**config.mk**
```make
export PLATFORM = sky130hd
export DESIGN_NAME = sdpc_ctrl
export DESIGN_NICKNAME = d
export VERILOG_FILES = /design/src/sdpc_pkg.sv /design/src/sdpc_ctrl.sv
export VERILOG_INCLUDE_DIRS = /design/src
export SDC_FILE = /design/constraint.sdc
export NUM_CORES = 1
export LEC_CHECK = 0
export CELL_PAD_IN_SITES_DETAIL_PLACEMENT = 1
export CELL_PAD_IN_SITES_GLOBAL_PLACEMENT = 2
export CORE_UTILIZATION = 44
export DETAILED_ROUTE_END_ITERATION = 6
export DONT_BUFFER_PORTS = 1
export PLACE_DENSITY = 0.79
export REMOVE_ABC_BUFFERS = 1
export SETUP_SLACK_MARGIN = 0.1
export SYNTH_ARGS = -nofsm -noshare
export SYNTH_HDL_FRONTEND = slang
export SYNTH_SLANG_ARGS = --single-unit
```
**constraint.sdc**
```tcl
create_clock -name clk -period 6.7 [get_ports clk]
set_input_delay 0.67 -clock clk [delete_from_list [all_inputs] [get_ports clk]]
set_output_delay 0.67 -clock clk [all_outputs]
set_load 0.02 [all_outputs]
```
**src/sdpc_map.svh**
```systemverilog
// constants for the sram dll power-up control block
// Function
// RL1: driver impedance starts mid, settles within 1024 clocks
// RL2: output clocks held high select single-clock mode
// RL3: controller toggles both polarities of used clock pair
// RL4: ports deselect only after pending transactions finish
// RL5: enabled loop keeps tracking input clock
// RL6: disable low bypasses loop, one-cycle read latency
// RL7: disable rise or 30ns clock stop resets loop
// RL8: controller resets loop at power-up and frequency change
// RL9: loop locks after 2048 stable input clocks
// RL10: normal operation only after lock period ends
// RL11: disable low skips locking, still waits lock period
// RL12: early disable rise needs controller loop reset
// RL13: controller keeps all inputs at definite levels
// RL14: two-bit linear burst, second address first plus one
// RL15: request low means active, high means inactive
// RL16: read and write machines run independently on clock
// RL17: single-clock reads launch at 1.5 and 2 cycles; code sets latency 2 or 1 from loop enable only
// RL18: ready asserts only after lock counter expires
`ifndef SDPC_MAP_SVH
`define SDPC_MAP_SVH
`define SDPC_IMP_SETTLE_CYCLES 1024
`define SDPC_LOCK_CYCLES 2048
`define SDPC_STOP_TIME_NS 30
`define SDPC_CLK_PERIOD_NS 5
`define SDPC_STOP_CYCLES ((`SDPC_STOP_TIME_NS + `SDPC_CLK_PERIOD_NS - 1) / `SDPC_CLK_PERIOD_NS)
`define SDPC_IMP_WIDTH 6
`define SDPC_IMP_MID 6'h20
`define SDPC_ADDR_WIDTH 20
`define SDPC_LAT_DLL_ON 2'h2
`define SDPC_LAT_DLL_OFF 2'h1
`endif

```
**src/sdpc_pkg.sv**
```systemverilog
// types for the sram dll power-up control block
package sdpc_pkg;
    typedef enum logic [1:0] {
        SDPC_IDLE = 2'b00,
        SDPC_BEAT0 = 2'b01,
        SDPC_BEAT1 = 2'b10
    } sdpc_port_e;
    typedef struct packed {
        logic dllOn;
        logic singleClk;
        logic ready;
        logic locked;
    } sdpc_stat_s;
endpackage : sdpc_pkg

```
**src/sdpc_ctrl.sv**
```systemverilog
// clock, loop reset, lock, impedance and burst control
`timescale 1ns/1ps
`include "sdpc_map.svh"
module sdpc_ctrl
    import sdpc_pkg::*;
#(
    parameter int LOCK_CYCLES = `SDPC_LOCK_CYCLES,
    parameter int IMP_CYCLES = `SDPC_IMP_SETTLE_CYCLES,
    parameter int AW = `SDPC_ADDR_WIDTH
)(
    input wire logic clk,
    input wire logic rst_n,
    input wire logic inClkActive,
    input wire logic loopEnable,
    input wire logic outClkHigh,
    input wire logic readReq_n,
    input wire logic writeReq_n,
    input wire logic [AW-1:0] readAddr,
    input wire logic [AW-1:0] writeAddr,
    input wire logic [`SDPC_IMP_WIDTH-1:0] impTarget,
    output logic [`SDPC_IMP_WIDTH-1:0] impCode,
    output logic impDone,
    output sdpc_stat_s status,
    output logic readStrobe,
    output logic [AW-1:0] readBurstAddr,
    output logic readBeat,
    output logic [1:0] readLatency,
    output logic writeStrobe,
    output logic [AW-1:0] writeBurstAddr,
    output logic readBusy,
    output logic writeBusy
);
    // elaboration check: counters and burst field need at least two steps
    if (LOCK_CYCLES < 2 || IMP_CYCLES < 2 || AW < 2)
    begin : g_paramCheck
        $error("sdpc_ctrl: parameter out of range");
    end

    localparam int LW = $clog2(LOCK_CYCLES + 1);
    localparam int IW = $clog2(IMP_CYCLES + 1);
    localparam int SW = 4;

    // linear two-bit burst increment of the low address bits
    function automatic logic [AW-1:0] burstNext(input logic [AW-1:0] a);
        burstNext = {a[AW-1:2], 2'(a[1:0] + 2'h1)};
    endfunction : burstNext

    // three-stage synchronisers on pin inputs
    logic [2:0] clkSync, enSync, ochSync;
    logic [2:0] next_clkSync, next_enSync, next_ochSync;
    logic clkAct, enLvl, ochLvl, enPrev;
    logic next_clkAct, next_enLvl, next_ochLvl, next_enPrev;

    always_comb
    begin
        next_clkSync = {clkSync[1:0], inClkActive};
        next_enSync = {enSync[1:0], loopEnable};
        next_ochSync = {ochSync[1:0], outClkHigh};
        next_clkAct = (clkSync[1] == clkSync[2]) ? clkSync[2] : clkAct;
        next_enLvl = (enSync[1] == enSync[2]) ? enSync[2] : enLvl;
        next_ochLvl = (ochSync[1] == ochSync[2]) ? ochSync[2] : ochLvl;
        next_enPrev = enLvl;
    end

    always_ff @(posedge clk or negedge rst_n)
    begin
        if (!rst_n)
        begin
            clkSync <= 3'h0;
            enSync <= 3'h0;
            ochSync <= 3'h7;
            clkAct <= 1'b0;
            enLvl <= 1'b0;
            ochLvl <= 1'b1;
            enPrev <= 1'b0;
        end
        else
        begin
            clkSync <= next_clkSync;
            enSync <= next_enSync;
            ochSync <= next_ochSync;
            clkAct <= next_clkAct;
            enLvl <= next_enLvl;
            ochLvl <= next_ochLvl;
            enPrev <= next_enPrev;
        end
    end

    // loop reset detection, lock counter and ready
    logic [SW-1:0] stopCnt, next_stopCnt;
    logic [LW-1:0] lockCnt, next_lockCnt;
    logic locked, next_locked;
    logic loopReset;

    always_comb
    begin
        next_stopCnt = stopCnt;
        if (clkAct)
        begin
            next_stopCnt = '0;
        end
        else if (stopCnt < SW'(`SDPC_STOP_CYCLES))
        begin
            next_stopCnt = SW'(stopCnt + 1'b1);
        end
        // rising disable input or long clock stop restarts the loop
        loopReset = (enLvl && !enPrev) || (stopCnt >= SW'(`SDPC_STOP_CYCLES)); // RL7
        next_lockCnt = lockCnt;
        next_locked = locked;
        if (loopReset)
        begin
            next_lockCnt = '0;
            next_locked = 1'b0;
        end
        else if (clkAct && !locked)
        begin
            // count stable clocks; with loop bypassed same wait applies
            if (lockCnt == LW'(LOCK_CYCLES - 1)) // RL9 RL11
            begin
                next_locked = 1'b1; // RL10 RL18
            end
            next_lockCnt = LW'(lockCnt + 1'b1);
        end
    end

    always_ff @(posedge clk or negedge rst_n)
    begin
        if (!rst_n)
        begin
            stopCnt <= '0;
            lockCnt <= '0;
            locked <= 1'b0;
        end
        else
        begin
            stopCnt <= next_stopCnt;
            lockCnt <= next_lockCnt;
            locked <= next_locked;
        end
    end

    // impedance: start mid-range, step toward target, settle in time
    logic [`SDPC_IMP_WIDTH-1:0] next_impCode;
    logic [IW-1:0] impCnt, next_impCnt;
    logic next_impDone;

    always_comb
    begin
        next_impCode = impCode;
        next_impCnt = impCnt;
        next_impDone = impDone;
        if (clkAct && !impDone)
        begin
            if (impCode < impTarget)
            begin
                next_impCode = impCode + 1'b1;
            end
            else if (impCode > impTarget)
            begin
                next_impCode = impCode - 1'b1;
            end
            next_impCnt = IW'(impCnt + 1'b1);
            if (impCnt == IW'(IMP_CYCLES - 1))
            begin
                next_impCode = impTarget; // RL1
                next_impDone = 1'b1;
            end
        end
    end

    always_ff @(posedge clk or negedge rst_n)
    begin
        if (!rst_n)
        begin
            impCode <= `SDPC_IMP_MID; // RL1
            impCnt <= '0;
            impDone <= 1'b0;
        end
        else
        begin
            impCode <= next_impCode;
            impCnt <= next_impCnt;
            impDone <= next_impDone;
        end
    end

    // status and read latency selection
    sdpc_stat_s next_status;
    logic [1:0] next_readLatency;

    always_comb
    begin
        next_status.dllOn = enLvl; // RL5 RL6
        next_status.singleClk = ochLvl; // RL2
        next_status.locked = next_locked && enLvl; // RL5
        next_status.ready = next_locked; // RL18
        // bypassed loop gives one-cycle latency, enabled loop two; single-clock mode does not change it
        next_readLatency = enLvl ? `SDPC_LAT_DLL_ON : `SDPC_LAT_DLL_OFF; // RL6 RL17
    end

    always_ff @(posedge clk or negedge rst_n)
    begin
        if (!rst_n)
        begin
            status <= '0;
            readLatency <= `SDPC_LAT_DLL_OFF;
        end
        else
        begin
            status <= next_status;
            readLatency <= next_readLatency;
        end
    end

    // independent read and write burst machines
    sdpc_port_e rdState, next_rdState, wrState, next_wrState;
    logic [AW-1:0] next_readBurstAddr, next_writeBurstAddr;
    logic next_readStrobe, next_readBeat, next_writeStrobe;
    logic next_readBusy, next_writeBusy;

    always_comb
    begin
        next_rdState = rdState;
        next_readBurstAddr = readBurstAddr;
        next_readStrobe = 1'b0;
        next_readBeat = 1'b0;
        case (rdState) // RL16
            SDPC_IDLE, SDPC_BEAT1:
            begin
                // a request taken only once ready; low means active
                if (!readReq_n && locked) // RL15 RL10
                begin
                    next_rdState = SDPC_BEAT0;
                    next_readBurstAddr = readAddr;
                    next_readStrobe = 1'b1;
                end
                else
                begin
                    next_rdState = SDPC_IDLE;
                end
            end
            SDPC_BEAT0:
            begin
                // second beat always completes before port goes idle
                next_rdState = SDPC_BEAT1; // RL4
                next_readBurstAddr = burstNext(readBurstAddr); // RL14
                next_readStrobe = 1'b1;
                next_readBeat = 1'b1;
            end
            default:
            begin
                next_rdState = SDPC_IDLE;
            end
        endcase
        next_wrState = wrState;
        next_writeBurstAddr = writeBurstAddr;
        next_writeStrobe = 1'b0;
        case (wrState) // RL16
            SDPC_IDLE, SDPC_BEAT1:
            begin
                if (!writeReq_n && locked) // RL15 RL10
                begin
                    next_wrState = SDPC_BEAT0;
                    next_writeBurstAddr = writeAddr;
                    next_writeStrobe = 1'b1;
                end
                else
                begin
                    next_wrState = SDPC_IDLE;
                end
            end
            SDPC_BEAT0:
            begin
                next_wrState = SDPC_BEAT1; // RL4
                next_writeBurstAddr = burstNext(writeBurstAddr); // RL14
                next_writeStrobe = 1'b1;
            end
            default:
            begin
                next_wrState = SDPC_IDLE;
            end
        endcase
        next_readBusy = (next_rdState == SDPC_BEAT0);
        next_writeBusy = (next_wrState == SDPC_BEAT0);
    end

    always_ff @(posedge clk or negedge rst_n)
    begin
        if (!rst_n)
        begin
            rdState <= SDPC_IDLE;
            wrState <= SDPC_IDLE;
            readBurstAddr <= '0;
            writeBurstAddr <= '0;
            readStrobe <= 1'b0;
            readBeat <= 1'b0;
            writeStrobe <= 1'b0;
            readBusy <= 1'b0;
            writeBusy <= 1'b0;
        end
        else
        begin
            rdState <= next_rdState;
            wrState <= next_wrState;
            readBurstAddr <= next_readBurstAddr;
            writeBurstAddr <= next_writeBurstAddr;
            readStrobe <= next_readStrobe;
            readBeat <= next_readBeat;
            writeStrobe <= next_writeStrobe;
            readBusy <= next_readBusy;
            writeBusy <= next_writeBusy;
        end
    end
endmodule : sdpc_ctrl

```
======== Word-level counts from Yosys, hierarchy flattened ========
Cells that the tools add are included.
Widths: inputs -> output; s select.
word-level totals
  input bits .............................. 53
  register bits after elaboration ......... 101
  output and inout port bits .............. 58
  logic and storage cells ................. 104
operators by class
  order comparisons ....................... 4
  equality and inequality tests ........... 13
  reductions and logical operators ........ 27
  mux-type cells .......................... 24
  bitwise logic cells ..................... 2
  add/subtract/negate cells ............... 7
operators with widths
  kind                   count
  $pmux 20 s2            2
  $mux 20                2
  $mux 12                2
  $mux 6                 3
  $add 12x1->12 const B  1
  $eq 12x11->1 const B   1
  $add 11x1->11 const B  1
  $eq 11x10->1 const B   1
  $eq 2x1->1 const B     4
  $mux 1                 8
  $mux 4                 2
  $pmux 2 s2             2
  $reduce_and 2->1       4
  $reduce_bool 2->1      4
  $add 6x1->6 const B    1
  $gt 6x6->1             1
  $logic_and 1x1->1      6
  $lt 6x6->1             1
  $reduce_and 3->1       2
  $sub 6x1->6 const B    1
  $logic_not 1->1        5
  $add 2x1->2 const B    2
  $add 4x1->4 const B    1
  $eq 2x2->1 const B     2
  11 further kinds       18

======== Longest topological paths before layout ========
  word-level depth ........................ 5
  depth in mapped cells ................... 12
  depth with buffers taken out ............ 12

======== Worst setup path before layout ========
OpenSTA, ideal clock, no wires.
  path type ............................... input to register
  from .................................... input impTarget[1]
  to ...................................... register impCode[5]
  required time ........................... 6621 ps
  arrival ................................. 2796 ps
  path slack .............................. 3825 ps
  buffers on the path ..................... 0
  stages on the path ...................... 12
  setup time .............................. 79 ps
  cell sequence ........................... inv_1 > ha_1 > nor2b_1 > o21ai_0 > nand3_1 > ha_1 > a211oi_1 > o21bai_1 > a21oi_1 > xnor2_1 > a22o_1 > a22o_1
between the ends
  cells in the longest elaborated chain, start to end .. 3
RTL lines
  element                                                       line                                source
  start: declaration                                            sdpc_ctrl.sv:20                     input wire logic [`SDPC_IMP_WIDTH-1:0] impTarget,
  $lt 6x6->1 / $gt 6x6->1 (equally long branches)               sdpc_ctrl.sv:154, sdpc_ctrl.sv:158
  $reduce_bool 3->1 (no line) / $mux 6 (equally long branches)  n/a
  $reduce_and 2->1 (no line) / $mux 6 (equally long branches)   n/a
  end signal: assignment                                        sdpc_ctrl.sv:175                    impCode <= `SDPC_IMP_MID;
  end signal: assignment                                        sdpc_ctrl.sv:181                    impCode <= next_impCode;
  end: declaration                                              sdpc_ctrl.sv:21                     output logic [`SDPC_IMP_WIDTH-1:0] impCode,
Parallel ways exist; a longest one is shown, timed or not.
A chain may end at the register's enable or synchronous reset.

======== Worst setup path after layout ========
  from .................................... register impCode[1]
  to ...................................... register impCode[5]
between the ends
  cells in the longest elaborated chain, start to end .. 4
RTL lines
  element      line              source
  $sub 6x1->6  sdpc_ctrl.sv:160  next_impCode = impCode - 1'b1;
  $mux 6       sdpc_ctrl.sv:158  else if (impCode > impTarget)
  $mux 6       sdpc_ctrl.sv:154  if (impCode < impTarget)
  $mux 6       sdpc_ctrl.sv:163  if (impCnt == IW'(IMP_CYCLES - 1))
Parallel ways exist; a longest one is shown, timed or not. The select of a mux whose other input is x is not followed.

==> out/qor.yml <==
clock_tree:
  cts_max_level: 3
  cts_buffer_depth: 2
  root_buffer: "clkbuf_8"
  cts_tree: "done"
  clk_pin_slew_ns: 0.10
  clkSinkCount: 99
  cts-resized-gates: 0
  cts_buffers: 9
  insertion_delay_ns: 0.35
drt:
  route.met3.wl_microns: 331
  first_pass_iters: 4
  postRouteAntennaNets: 0
  viasPerCell: 5.207
  drc_errors: 0
  wl_mm: 7.835
  wl_met1_mm: 3.374
  drt-initial-drc-count: 42
  wl_met2_mm: 4.058
  highest_layer: "met4"
  vias: 2442
  wire_per_inst_microns: 16.71
timing:
  tns_ns: 0
  layout_min_cycle_time_ns: 2.983
  finalSetupViolations: 0
  slew_violations: 0
  fin_skew_ns: 0.01172
  period_share: 0.4452
  timing.fmax_mhz: 335.2
  worst_pin_slew_ns: 0.5999
  hold_viol_final: 0
  rsz0062_at_grt: "no"
  setup_ws_ns: 3.717
  relSlewSlack: 0.5979
floorplan:
  start_util: 0.4542
  core.rowCount: 35
  core_area_sq_mm: 0.009240
  design.die.area_sq_mm: 0.009932
  die_x_microns: 99.66
  pin_count: 111
  die_h_microns: 99.66
synth:
  synthTopCellsByArea: "dfrtp_1, mux2_2, ha_1"
  synth_top_area_frac: 0.5546
  synth_flop_cell: "dfrtp_1"
  synth_seq_cells: 99
  syn_avg_cell_area_sq_um: 12.68
  ys_types: 49
  synth_edf_count: 0
  syn_inst: 331
  synth_area_leader_cell: "dfrtp_1"
  synth_warnings: 0
  async_flop_share: 1.000
  ys_seq_area_frac: 0.5921
  netlist_area_sq_mm: 0.004197
global_route:
  antenna_found_initial: 0
  grt_pass1_vias: 2644
  grt_pass1_wl_mm: 13.11
  grt_max_degree: 94
  grt.total_usage: 0.1694
  grt_overflow_total: 0
finish:
  area_delta_synth_final_pct: 9.004
  nNetsFinal: 403
  drive_gt1_frac: 0.2235
  final_cell_mix: "dfrtp_1, mux2_2, nor2_1"
  final_common_cell: "dfrtp_1"
  diodes: 0
power_and_ir_drop:
  irDropWorstVdd_uv: 245.9
  leakagePower_nw: 2.195
  p_per_area_mw_per_mm2: 338.4
placed_design:
  portBuffers: 0
  hpwl_mm: 5.468
  pre_cts_ws_ns: 3.562
  place.gp.congestion: 0.7357
worst_setup_path:
  crit_path_end_kind: "flop"
  crit_type: "flop to flop"
  r2r-start: "impCode[1]"
  arrival_ns: 3.28
  cp-startpoint: "impCode[1]"
  critPathLaunchType: "flop"
  cp.required_ns: 6.99
  r2r_cells: 11
  crit_fanout: 6
job:
  drv_cap: 0
outcome:
  outcome: "completed"
min_path:
  worstHoldPathType: "input pin to asynchronous set/reset pin"
==> logic make-up (layout without fill, tap and decap cells) <==
group	Yosys count	count (layout)	synth area share
adders and majority gates	18	18	0.05367
and+or+nand+nor	88	88	0.1130
xor gates and xnor gates	24	24	0.05009
muxes	39	39	0.1044
buffers and inverters	24	33	0.02653
AOI/OAI and AO/OA	39	39	0.06023
DFF	99	99	0.5921
==> layer usage <==
metal,GRT usage,vias to the layer above
li1,-,1155
met1,0.2099,1229
met2,0.2875,52
met3,0.05200,6
met4,0.04525,0
met5,0,-
==> flip-flops by register name, indices dropped and copies added (netlist names), 4 cells and up <==
name / flops
readBurstAddr: 20
impCode: 6
writeBurstAddr: 20
lockCnt: 12
impCnt: 11
stopCnt: 4
==> path summary, 6_finish.rpt <==
kind | endpoint | slack [ns]
worst max-delay path | impCode[5] | 3.72
worst min-delay path | ochLvl | 0.14
worst max register to register | impCode[5] | 3.72
worst min register to register | clkSync[1] | 0.36
max in group asynchronous | impCode[0] | 6.10
min in group clk | ochSync[0] | 0.30
==> synth_stat cells (3+ instances only) <==
master,count
nor3_1,3
nand4_1,7
xor2_1,10
nor2_1,26
mux2_2,38
ha_1,14
a21oi_1,10
maj3_1,3
a21o_1,3
nor3b_1,4
clkbuf_1,5
nand3_1,10
nand2_1,15
a31oi_1,4
buf_4,3
nor2b_1,7
inv_1,13
dfrtp_1,93
dfstp_2,6
xnor2_1,14
o21ai_0,9
==> what timing repair did <==
action	CTS	global route
setup endpoints to repair	0	0
hold buffers	1	0
endpoints found under the hold margin	93	0
buffers inserted	0	0
==> report_power, final <==
group | leakage (nW) | internal (mW) | switching [mW] | total (mW)
Clock | 0.111 | 0.184 | 0.221 | 0.405
Sequential | 1.30 | 0.658 | 0.0916 | 0.750
Combinational | 0.781 | 0.191 | 0.202 | 0.393
==> metrics by stage <==
stage | hold slack [ns] | power, mW | cells | utilization | instance area, sq um
final | 0.1448 | 1.548 | 469 | 0.4951 | 4574
after global routing | 0.1013 | 1.662 | 469 | 0.4951 | 4574
after CTS | 0.1150 | 1.574 | 469 | 0.4951 | 4574
after detailed placement | 0.3358 | 1.146 | 452 | 0.4684 | 4328
after global placement | 0.3328 | 1.125 | 452 | 0.4684 | 4328
after floorplan | 0.3312 | 1.054 | 320 | - | 4134
==> cell type report <==
| type | count | area, sq um |
|---|---|---|
| fillers | 955 | 4666 |
| flip-flops and latches | 99 | 2485 |
| multi-input cells | 208 | 1610 |
| well taps | 129 | 161.4 |
| clock buffers | 9 | 123.9 |
| clock inverters | 7 | 95.09 |
| repair buffers | 4 | 50.05 |
| inverters | 13 | 48.80 |
==> worst max-delay path, cell delays in order, from the launching register on <==
cell	delay (ns)
dfrtp_1	0.57
ha_1	0.31
nor2b_1	0.13
o21ai_0	0.21
nand3_1	0.29
ha_1	0.38
a211oi_1	0.25
o21bai_1	0.10
a21oi_1	0.17
xnor2_1	0.18
o21ai_2	0.09
a22o_1	0.24
Power figures use the tool's default switching activity.
